**src/aofrs_pkg.sv**
```systemverilog
// Package with constants and types for the output format and reference select block.
package aofrs_pkg;
  localparam int AOFRS_WORD_W = 24;
  localparam int AOFRS_FIFO_DEPTH = 4;
  localparam int AOFRS_FIFO_W = 2 * AOFRS_WORD_W;
  // Oversampling ratio codes.
  localparam logic [1:0] AOFRS_OSR_32 = 2'h0;
  localparam logic [1:0] AOFRS_OSR_64 = 2'h1;
  localparam logic [1:0] AOFRS_OSR_128 = 2'h2;
  localparam logic [1:0] AOFRS_OSR_256 = 2'h3;
  localparam logic [1:0] AOFRS_OSR_RESET = AOFRS_OSR_256;
  // Low-order masks that keep only the resolved bits.
  localparam logic [23:0] AOFRS_MASK_256 = 24'hFFFFFF;
  localparam logic [23:0] AOFRS_MASK_128 = 24'hFFFFFE;
  localparam logic [23:0] AOFRS_MASK_64 = 24'hFFFFF0;
  localparam logic [23:0] AOFRS_MASK_32 = 24'hFFFF80;
  localparam logic AOFRS_EXT_REF_RESET = 1'b0;
  // Settling time after reset in ns and derived cycles at 100 MHz.
  localparam int AOFRS_SETTLE_NS = 50000;
  localparam int AOFRS_CLK_NS = 10;
  localparam int AOFRS_SETTLE_CYC = (AOFRS_SETTLE_NS + AOFRS_CLK_NS - 1) / AOFRS_CLK_NS;
  localparam int AOFRS_PULSE_CYC = 1;
  typedef enum logic [1:0] {AOFRS_ST_SETTLE, AOFRS_ST_IDLE, AOFRS_ST_PULSE} aofrs_state_t;
endpackage

```
**src/aofrs_stream_if.sv**
```systemverilog
// Interface carrying a valid and ready word stream between the block's modules.
`timescale 1ns/1ps
interface aofrs_stream_if #(parameter int W = 48) ();
  logic [W-1:0] data;
  logic valid;
  logic ready;
  modport src (output data, output valid, input ready);
  modport snk (input data, input valid, output ready);
endinterface

```
**src/aofrs_top.sv**
```systemverilog
// Output word formatter with reference select and post-reset data-ready behaviour.
`timescale 1ns/1ps
// How it works
// Every channel sample leaves as a left-justified 24-bit word, unused low bits zero.
// One oversampling setting sets the resolution of both channels together.
// Ratio 256 keeps all 24 bits, full two's complement range.
// Ratio 128 gives 23 bits, bit 0 forced to zero.
// Ratio 64 gives 20 bits, four lowest bits zero.
// Ratio 32 gives 17 bits, seven lowest bits zero.
// External reference select cleared by default means internal reference for both channels.
// External reference select set means the two reference pins form a differential input.
// Host ignores data-ready pulses in the first 50 us after reset.
// After reset all settings return to default and data-ready pulses start.
// Host holds hardware reset low if analog supply rises first.
module aofrs_top
  import aofrs_pkg::*;
(
  input wire logic clk_i,
  input wire logic rstn_i,
  input wire logic [1:0] osr_sel_i,
  input wire logic ext_reference_select_i,
  input wire logic cfg_load_i,
  input wire logic [AOFRS_WORD_W-1:0] ch0_raw_i,
  input wire logic [AOFRS_WORD_W-1:0] ch1_raw_i,
  input wire logic raw_valid_i,
  output logic raw_ready_o,
  input wire logic sample_take_i,
  output logic [AOFRS_WORD_W-1:0] ch0_data_o,
  output logic [AOFRS_WORD_W-1:0] ch1_data_o,
  output logic sample_ready_pulse_n_o,
  output logic settled_o,
  output logic ref_internal_en_o,
  output logic ref_diff_en_o,
  output logic [1:0] osr_o
);
  aofrs_stream_if #(.W(AOFRS_FIFO_W)) fin ();
  aofrs_stream_if #(.W(AOFRS_FIFO_W)) fout ();

  logic [1:0] osr_reg;
  logic ext_ref_reg;
  logic [AOFRS_WORD_W-1:0] ch0_reg;
  logic [AOFRS_WORD_W-1:0] ch1_reg;
  logic drdy_n_reg;
  logic settled_reg;
  logic raw_ready_reg;
  logic [15:0] settle_cnt_reg;
  aofrs_state_t state_reg;
  aofrs_state_t state_next;

  // Returns the mask that clears bits below the resolution of the chosen ratio.
  function automatic logic [AOFRS_WORD_W-1:0] res_mask(input logic [1:0] osr);
    logic [AOFRS_WORD_W-1:0] m;
    m = AOFRS_MASK_256;
    case (osr)
      AOFRS_OSR_32: m = AOFRS_MASK_32;
      AOFRS_OSR_64: m = AOFRS_MASK_64;
      AOFRS_OSR_128: m = AOFRS_MASK_128;
      default: m = AOFRS_MASK_256;
    endcase
    return m;
  endfunction

  // Left-justified input with low bits zeroed to the resolution.
  function automatic logic [AOFRS_WORD_W-1:0] fmt(input logic [AOFRS_WORD_W-1:0] raw,
                                                  input logic [1:0] osr);
    return raw & res_mask(osr);
  endfunction

  // Configuration held in flip-flops; reset restores defaults.
  always_ff @(posedge clk_i or negedge rstn_i) begin
    if (!rstn_i) begin
      osr_reg <= AOFRS_OSR_RESET;
      ext_ref_reg <= AOFRS_EXT_REF_RESET;
    end else if (cfg_load_i) begin
      osr_reg <= osr_sel_i;
      ext_ref_reg <= ext_reference_select_i;
    end
  end

  // Reference routing for both channels.
  always_ff @(posedge clk_i or negedge rstn_i) begin
    if (!rstn_i) begin
      ref_internal_en_o <= 1'b1;
      ref_diff_en_o <= 1'b0;
    end else begin
      ref_internal_en_o <= !ext_ref_reg;
      ref_diff_en_o <= ext_ref_reg;
    end
  end

  // Both channels are formatted with the same setting into one FIFO word.
  assign fin.data = {fmt(ch1_raw_i, osr_reg), fmt(ch0_raw_i, osr_reg)};
  assign fin.valid = raw_valid_i;

  aofrs_fifo #(.WIDTH(AOFRS_FIFO_W), .DEPTH(AOFRS_FIFO_DEPTH)) u_fifo (
    .clk_i(clk_i),
    .rstn_i(rstn_i),
    .in_s(fin),
    .out_s(fout)
  );

  // Ready to the source follows FIFO space, registered.
  always_ff @(posedge clk_i or negedge rstn_i) begin
    if (!rstn_i) begin
      raw_ready_reg <= 1'b0;
    end else begin
      raw_ready_reg <= fin.ready;
    end
  end
  assign raw_ready_o = raw_ready_reg;

  // Counts the settling window after reset.
  always_ff @(posedge clk_i or negedge rstn_i) begin
    if (!rstn_i) begin
      settle_cnt_reg <= '0;
      settled_reg <= 1'b0;
    end else if (settle_cnt_reg != 16'(AOFRS_SETTLE_CYC)) begin
      settle_cnt_reg <= settle_cnt_reg + 1'b1;
    end else begin
      settled_reg <= 1'b1;
    end
  end
  assign settled_o = settled_reg;

  // Presentation sequencer: pulses stay on, even before settling.
  always_comb begin
    state_next = state_reg;
    case (state_reg)
      AOFRS_ST_SETTLE: begin
        state_next = AOFRS_ST_IDLE;
      end
      AOFRS_ST_IDLE: begin
        if (fout.valid && !sample_take_i) begin
          state_next = AOFRS_ST_PULSE;
        end
      end
      default: begin
        state_next = AOFRS_ST_IDLE;
      end
    endcase
  end

  // State register.
  always_ff @(posedge clk_i or negedge rstn_i) begin
    if (!rstn_i) begin
      state_reg <= AOFRS_ST_SETTLE;
    end else begin
      state_reg <= state_next;
    end
  end

  // Pop the FIFO when a new word is presented.
  assign fout.ready = (state_reg == AOFRS_ST_IDLE) && fout.valid && !sample_take_i;

  // Output words and active-low one-cycle data-ready pulse.
  always_ff @(posedge clk_i or negedge rstn_i) begin
    if (!rstn_i) begin
      ch0_reg <= '0;
      ch1_reg <= '0;
      drdy_n_reg <= 1'b1;
    end else begin
      drdy_n_reg <= 1'b1;
      if (fout.ready) begin
        ch0_reg <= fout.data[AOFRS_WORD_W-1:0];
        ch1_reg <= fout.data[AOFRS_FIFO_W-1:AOFRS_WORD_W];
        drdy_n_reg <= 1'b0;
      end
    end
  end
  assign ch0_data_o = ch0_reg;
  assign ch1_data_o = ch1_reg;
  assign sample_ready_pulse_n_o = drdy_n_reg;
  assign osr_o = osr_reg;
endmodule

```
**src/aofrs_fifo.sv**
```systemverilog
// Small flip-flop FIFO with valid and ready on both sides.
`timescale 1ns/1ps
module aofrs_fifo #(
  parameter int WIDTH = 48,
  parameter int DEPTH = 4
) (
  input wire logic clk_i,
  input wire logic rstn_i,
  aofrs_stream_if.snk in_s,
  aofrs_stream_if.src out_s
);
  localparam int AW = $clog2(DEPTH);
  logic [WIDTH-1:0] mem_reg [DEPTH];
  logic [AW-1:0] wr_reg;
  logic [AW-1:0] rd_reg;
  logic [AW:0] cnt_reg;
  logic push;
  logic pop;

  // Handshakes on both sides; full and empty come from the count.
  assign in_s.ready = (cnt_reg < (AW+1)'(DEPTH)); // Room while fewer than DEPTH words are held.
  assign out_s.valid = (cnt_reg != '0);
  assign out_s.data = mem_reg[rd_reg];
  assign push = in_s.valid && in_s.ready;
  assign pop = out_s.valid && out_s.ready;

  // Storage write.
  always_ff @(posedge clk_i) begin
    if (push) begin
      mem_reg[wr_reg] <= in_s.data;
    end
  end

  // Pointers and occupancy.
  always_ff @(posedge clk_i or negedge rstn_i) begin
    if (!rstn_i) begin
      wr_reg <= '0;
      rd_reg <= '0;
      cnt_reg <= '0;
    end else begin
      if (push) begin
        wr_reg <= (wr_reg == AW'(DEPTH - 1)) ? '0 : wr_reg + 1'b1;
      end
      if (pop) begin
        rd_reg <= (rd_reg == AW'(DEPTH - 1)) ? '0 : rd_reg + 1'b1;
      end
      if (push && !pop) begin
        cnt_reg <= cnt_reg + 1'b1;
      end else if (pop && !push) begin
        cnt_reg <= cnt_reg - 1'b1;
      end
    end
  end
endmodule

```
**config.mk**
```make
export PLATFORM = sky130hd
export DESIGN_NAME = aofrs_top
export DESIGN_NICKNAME = d
export VERILOG_FILES = /design/src/aofrs_pkg.sv /design/src/aofrs_stream_if.sv /design/src/aofrs_top.sv /design/src/aofrs_fifo.sv
export SDC_FILE = /design/constraint.sdc
export NUM_CORES = 1
export LEC_CHECK = 0
export BUFFER_PORTS_ARGS = -buffer_cell sky130_fd_sc_hd__buf_4
export CELL_PAD_IN_SITES_DETAIL_PLACEMENT = 0
export CELL_PAD_IN_SITES_GLOBAL_PLACEMENT = 1
export CORE_MARGIN = 5
export CORE_UTILIZATION = 42
export DETAILED_ROUTE_END_ITERATION = 16
export GPL_TIMING_DRIVEN = 0
export PLACE_DENSITY_LB_ADDON = 0.1
export SYNTH_ARGS = -nofsm -noshare
export SYNTH_HDL_FRONTEND = slang
export SYNTH_SLANG_ARGS = --single-unit
```
**constraint.sdc**
```tcl
create_clock -name clk_i -period 3.1 [get_ports clk_i]
set_clock_uncertainty 0.15 [all_clocks]
set_input_delay 0.62 -clock clk_i [delete_from_list [all_inputs] [get_ports clk_i]]
set_output_delay 0.62 -clock clk_i [all_outputs]
set_load 0.02 [all_outputs]
```
* Word-level counts from Yosys, hierarchy flattened
Memory sizes are Yosys's and may differ from the RTL's. A register that Yosys moved wholly into a read port is not among the register bits.
Index checks and enable logic that the tools add are counted.
** Cells by class
- Order comparisons :: 1
- Equal/unequal tests :: 7
- Add/subtract/negate cells :: 5
- Mux-type cells :: 10
- Reduce and logical (&&, ||, !) cells :: 15
- Bitwise gates (word level) :: 2
** Operators with widths (number)
- $and 24x24->24 :: 2
- $pmux 7 s3 :: 1
- $add 16x1->16 const B :: 1
- $ne 16x13->1 const B :: 1
- $mux 2 :: 4
- $logic_and 1x1->1 :: 7
- $eq 2x2->1 const B :: 3
- $mux 3 :: 2
- $logic_not 1->1 :: 5
- $add 2x1->2 const B :: 2
- $eq 2x1->1 const B :: 2
- $add 3x1->3 const B :: 1
- $lt 3x3->1 const B :: 1
- $mux 1 :: 3
- $reduce_bool 3->1 :: 1
- $sub 3x1->3 const B :: 1
- $logic_not 2->1 :: 1
- $ne 2x2->1 const B :: 1
- $reduce_bool 2->1 :: 1
** Word-level totals
- Input bits :: 56
- RAM bits :: 192
- Flip-flop bits (word level) :: 33
- Word-level logic and storage cells :: 53
- Output and inout bits :: 55
- Memories kept :: 1
** Memory list
- u_fifo.mem_reg :: words 4, bits a word 48, rd ports 1, clocked after Yosys merged registers in 1, wr ports 1, line aofrs_fifo.sv:13 : logic [WIDTH-1:0] mem_reg [DEPTH];

* Depth between registers and ports, before layout
- Word-level depth :: 7
- Mapped depth :: 11
- Depth with buffers taken out :: 9

* By module
From an unflattened synthesis, not the netlist that was laid out.
** Unflattened totals
- Cell total of the unflattened synthesis :: 492
- Area total of the unflattened synthesis :: 10400.0 µm²
** Modules (own cells, without submodules)
- aofrs_fifo :: area an instance 7412.1 µm², sequential area each 5940.7 µm², times used 1, cells an instance 290
- aofrs_top :: area an instance 2987.9 µm², sequential area each 1856.8 µm², times used 1, cells an instance 202

* Worst setup path after synthesis
OpenSTA, ideal clock, no wires.
- Path kind :: input to register
- From :: in raw_valid_i
- To :: mem u_fifo.mem_reg[0][0] (enable)
- Library setup time :: 0.410 ns
- Data arrival time :: 2.136 ns
- Slack :: 0.403 ns
- Required time :: 2.540 ns
- Buffers on the path :: 1
- Cell stages on the path :: 3
- Cell sequence :: nor2b_1 > clkbuf_1 > and2_1
** Between the ends
- Word-level cells in the longest chain between the ends :: 3
** RTL lines
- start: declaration :: line aofrs_top.sv:25 : input wire logic raw_valid_i,
- $logic_and 1x1->1 :: line aofrs_fifo.sv:24 : assign push = in_s.valid && in_s.ready;
- named net u_fifo.push :: line aofrs_fifo.sv:17 : logic push;
- $mux 1 :: line aofrs_fifo.sv:29 : if (push) begin
- $mux 1 (implied by the code) :: line aofrs_fifo.sv:30 : mem_reg[wr_reg] <= in_s.data;
- end: declaration :: line aofrs_fifo.sv:13
The timed path passes the listed nets, and every way through them passes these cells.

* Final worst setup path
- From :: reg u_fifo.cnt_reg[0]
- To :: reg u_fifo.cnt_reg[1]
** Between the ends
- Word-level cells in the longest chain between the ends :: 7
- Elaborated cells between the ends (all ways) :: 15
- Classes of those cells :: add/sub: 2; order compare: 1; mux: 2; reduce/logical: 10
** RTL lines
- start: declaration :: line aofrs_fifo.sv:16 : logic [AW:0] cnt_reg;
- start signal: assignment :: line aofrs_fifo.sv:48 : cnt_reg <= cnt_reg + 1'b1;
- start signal: assignment :: line aofrs_fifo.sv:50 : cnt_reg <= cnt_reg - 1'b1;
- branches (longest 7 deep; another with $lt 3x3->1)
Parallel ways; which one is timed is not known. The select of a mux whose other input is x is not followed.
A chain may end at the register's enable or synchronous reset.

==> results.cfg <==
[logic_synthesis]
avgSynthCellArea_um2 = 21.3
synth_top_cells_by_count = 192 x edfxtp_1, 77 x dfrtp_1, 48 x mux2_4, 48 x mux4_2, 14 x xnor2_1
ys_ff_latch = 273
async_flop_share_pct = 29.7
ys_types = 31
synth.largest_area_cell = edfxtp_1
ys_seq_area_share_pct = 74.4
yosys_warnings = 0
synth.most_common_cell = edfxtp_1
synth_top_area_share_pct = 55.0
synthesis.area_um2 = 10500
synthFlopType = edfxtp_1
synthTopCellsByArea = edfxtp_1 55%, dfrtp_1 18%, mux4_2 10%
synth-edff-count = 192
synth_nets = 557
synth_cells = 492

[pwr]
power.density_nw_per_um2 = 966
power.internal_w = 0.00883
combPwrFrac_pct = 30.5
switching_share_pct = 28.0
p_leak_nw = 4.78
clock_power_share_pct = 28.1
ir_drop_uv = 514
power_switching_w = 0.00344
power_frac_seq_pct = 41.4

[timing]
setup_viol = 0
fmax_ghz = 0.388
hold_viol_final = 0
period_share_pct = 83.1
relSlewSlack_pct = 22.3
drv_slew = 0
fin_hold_ws_ps = 136
worst_pin_slew_ps = 1170
period_minus_slack_ps = 2580
rsz0062_at_grt = false

[setup_path]
crit_path_end_kind = flip-flop
critPathLaunchType = flip-flop
cp.arrival_ps = 2840
crit_type = flip-flop to flip-flop
crit_required_ps = 3360
path_max_fanout = 10

[final_layout]
largest_reg_flops = 192
layout-drive-gt1-share_pct = 42.1
final_net_count = 699
fill_cells = 1951
syn2layout_area_growth_pct = 21.2
stdcell_count = 983

[global_route]
globalRouteOverflowTotal = 0
grt_max_degree = 82
antenna_found_initial = 0
grt_util_all_layers_pct = 14.3
grt_pass1_wl_um = 31600
grt_pass1_vias = 5476

[placement]
dp_hpwl_um = 11600
place_inst = 926
io_buffers = 110
gp_congestion = 0.679

[routing]
wl_per_cell_um = 20.4
drt_iter0_markers = 190
vias_per_cell = 4.98
drc = 0
firstDrtPassIters = 4
vias = 4897
wirelength_um = 20000
detail-route-antenna-nets = 0

[flow_run]
drv_cap = 0

[worst_hold_path]
hold_class = primary input to flip-flop

[cts]
postCtsHoldBufs = 0
cts_buffer_depth = 3
cts_root_buf = clkbuf_16
h-tree-depth = 1
path_clk_slew_ps = 60
clock_sinks = 273
cts_inserted_buffers = 30
clock_latency_ps = 530
post_cts_resized = 0
cts_setup_buffers = 0
cts_tree = done

[floorplan]
initial_core_util_pct = 42.8
design.core.area_um2 = 24500
fp.dieArea_um2 = 28200
chipHeight_um = 168
die_w_um = 168
row_count = 57
ios = 111

[outcome]
status = complete, no violations
-- layout by cell type, fill, tap and decap left out, types with 10 or more instances in the layout --
cell type,instances
clkbuf_16,31
dfrtp_1,77
inv_1,12
clkbuf_1,12
edfxtp_1,192
buf_6,10
buf_4,112
mux4_2,48
xnor2_1,14
mux2_4,48
-- power by group through the flow --
stage	sequential, W	combinational (W)	clock (W)
3_3_place_gp	0.00514	0.00379	0
5_1_grt	0.00515	0.00404	0.00373
6_report	0.00507	0.00374	0.00345
2_1_floorplan	0.00547	0.00223	0
3_5_place_dp	0.00514	0.00385	0
4_1_cts	0.00508	0.00385	0.00355
-- through the flow --
stage	util, %	TNS [ps]	power [W]	setup slack [ps]	area, um2
floorplan	-	0	0.00769	403	10500
CTS	51.9	0	0.0125	467	12700
finish	51.9	0	0.0123	525	12700
detailed placement	47.9	0	0.00899	206	11700
global route	51.9	0	0.0129	344	12700
global placement	47.9	-169170	0.00893	-901	11700
-- critical path, cell delays in order, from the launching register on --
cell and delay (ps):
dfrtp_1 410, nor3_1 90, nor4b_2 210, buf_4 280, buf_4 260, inv_1 70, ha_1 220, inv_1 70
fa_1 410, mux2_2 270
-- cell families after synthesis --
group | after synthesis | synth area share, %
AND/OR/NAND/NOR | 57 | 3.13
buffers and inverters | 30 | 1.89
AO/OA/AOI/OAI | 5 | 0.239
multiplexers | 101 | 17.7
adder cells (fa/ha/maj) | 9 | 1.15
flip-flops | 273 | 74.4
XOR/XNOR | 17 | 1.42
-- path summary, 6_finish.rpt --
kind	startpoint	cells past startpoint	slack, ps	end
max	u_fifo.cnt_reg[0]	9	520	u_fifo.cnt_reg[1]
min	ch1_raw_i[15]	1	140	u_fifo.mem_reg[1][39]
max reg2reg	u_fifo.cnt_reg[0]	9	520	u_fifo.cnt_reg[1]
min reg2reg	ext_ref_reg	0	230	ref_diff_en_o
max in group asynchronous	rstn_i	1	1890	ch1_data_o[15]
min in group asynchronous	rstn_i	1	180	ch0_data_o[10]
-- cell type report --
class	instances	area, um2	area share, %
multi-input combinational	189	2490	19.6
clock buffer	44	875	6.89
clock inverter	12	104	0.818
inverter	12	45.0	0.355
sequential	273	7800	61.4
tap	324	405	3.19
antenna	1	2.50	0.0197
timing repair buffer	110	826	6.50
buffer	18	153	1.20
-- layer usage --
metal  track usage, %  part of all wire, %  vias up
met2             23.7                   49      120
met4             3.35                  1.6        0
li1                 -                    -     2214
met1             19.6                   44     2538
met5                0                    0        -
met3             3.09                  6.0       25
No activity file was read; power rests on OpenSTA's default activity.
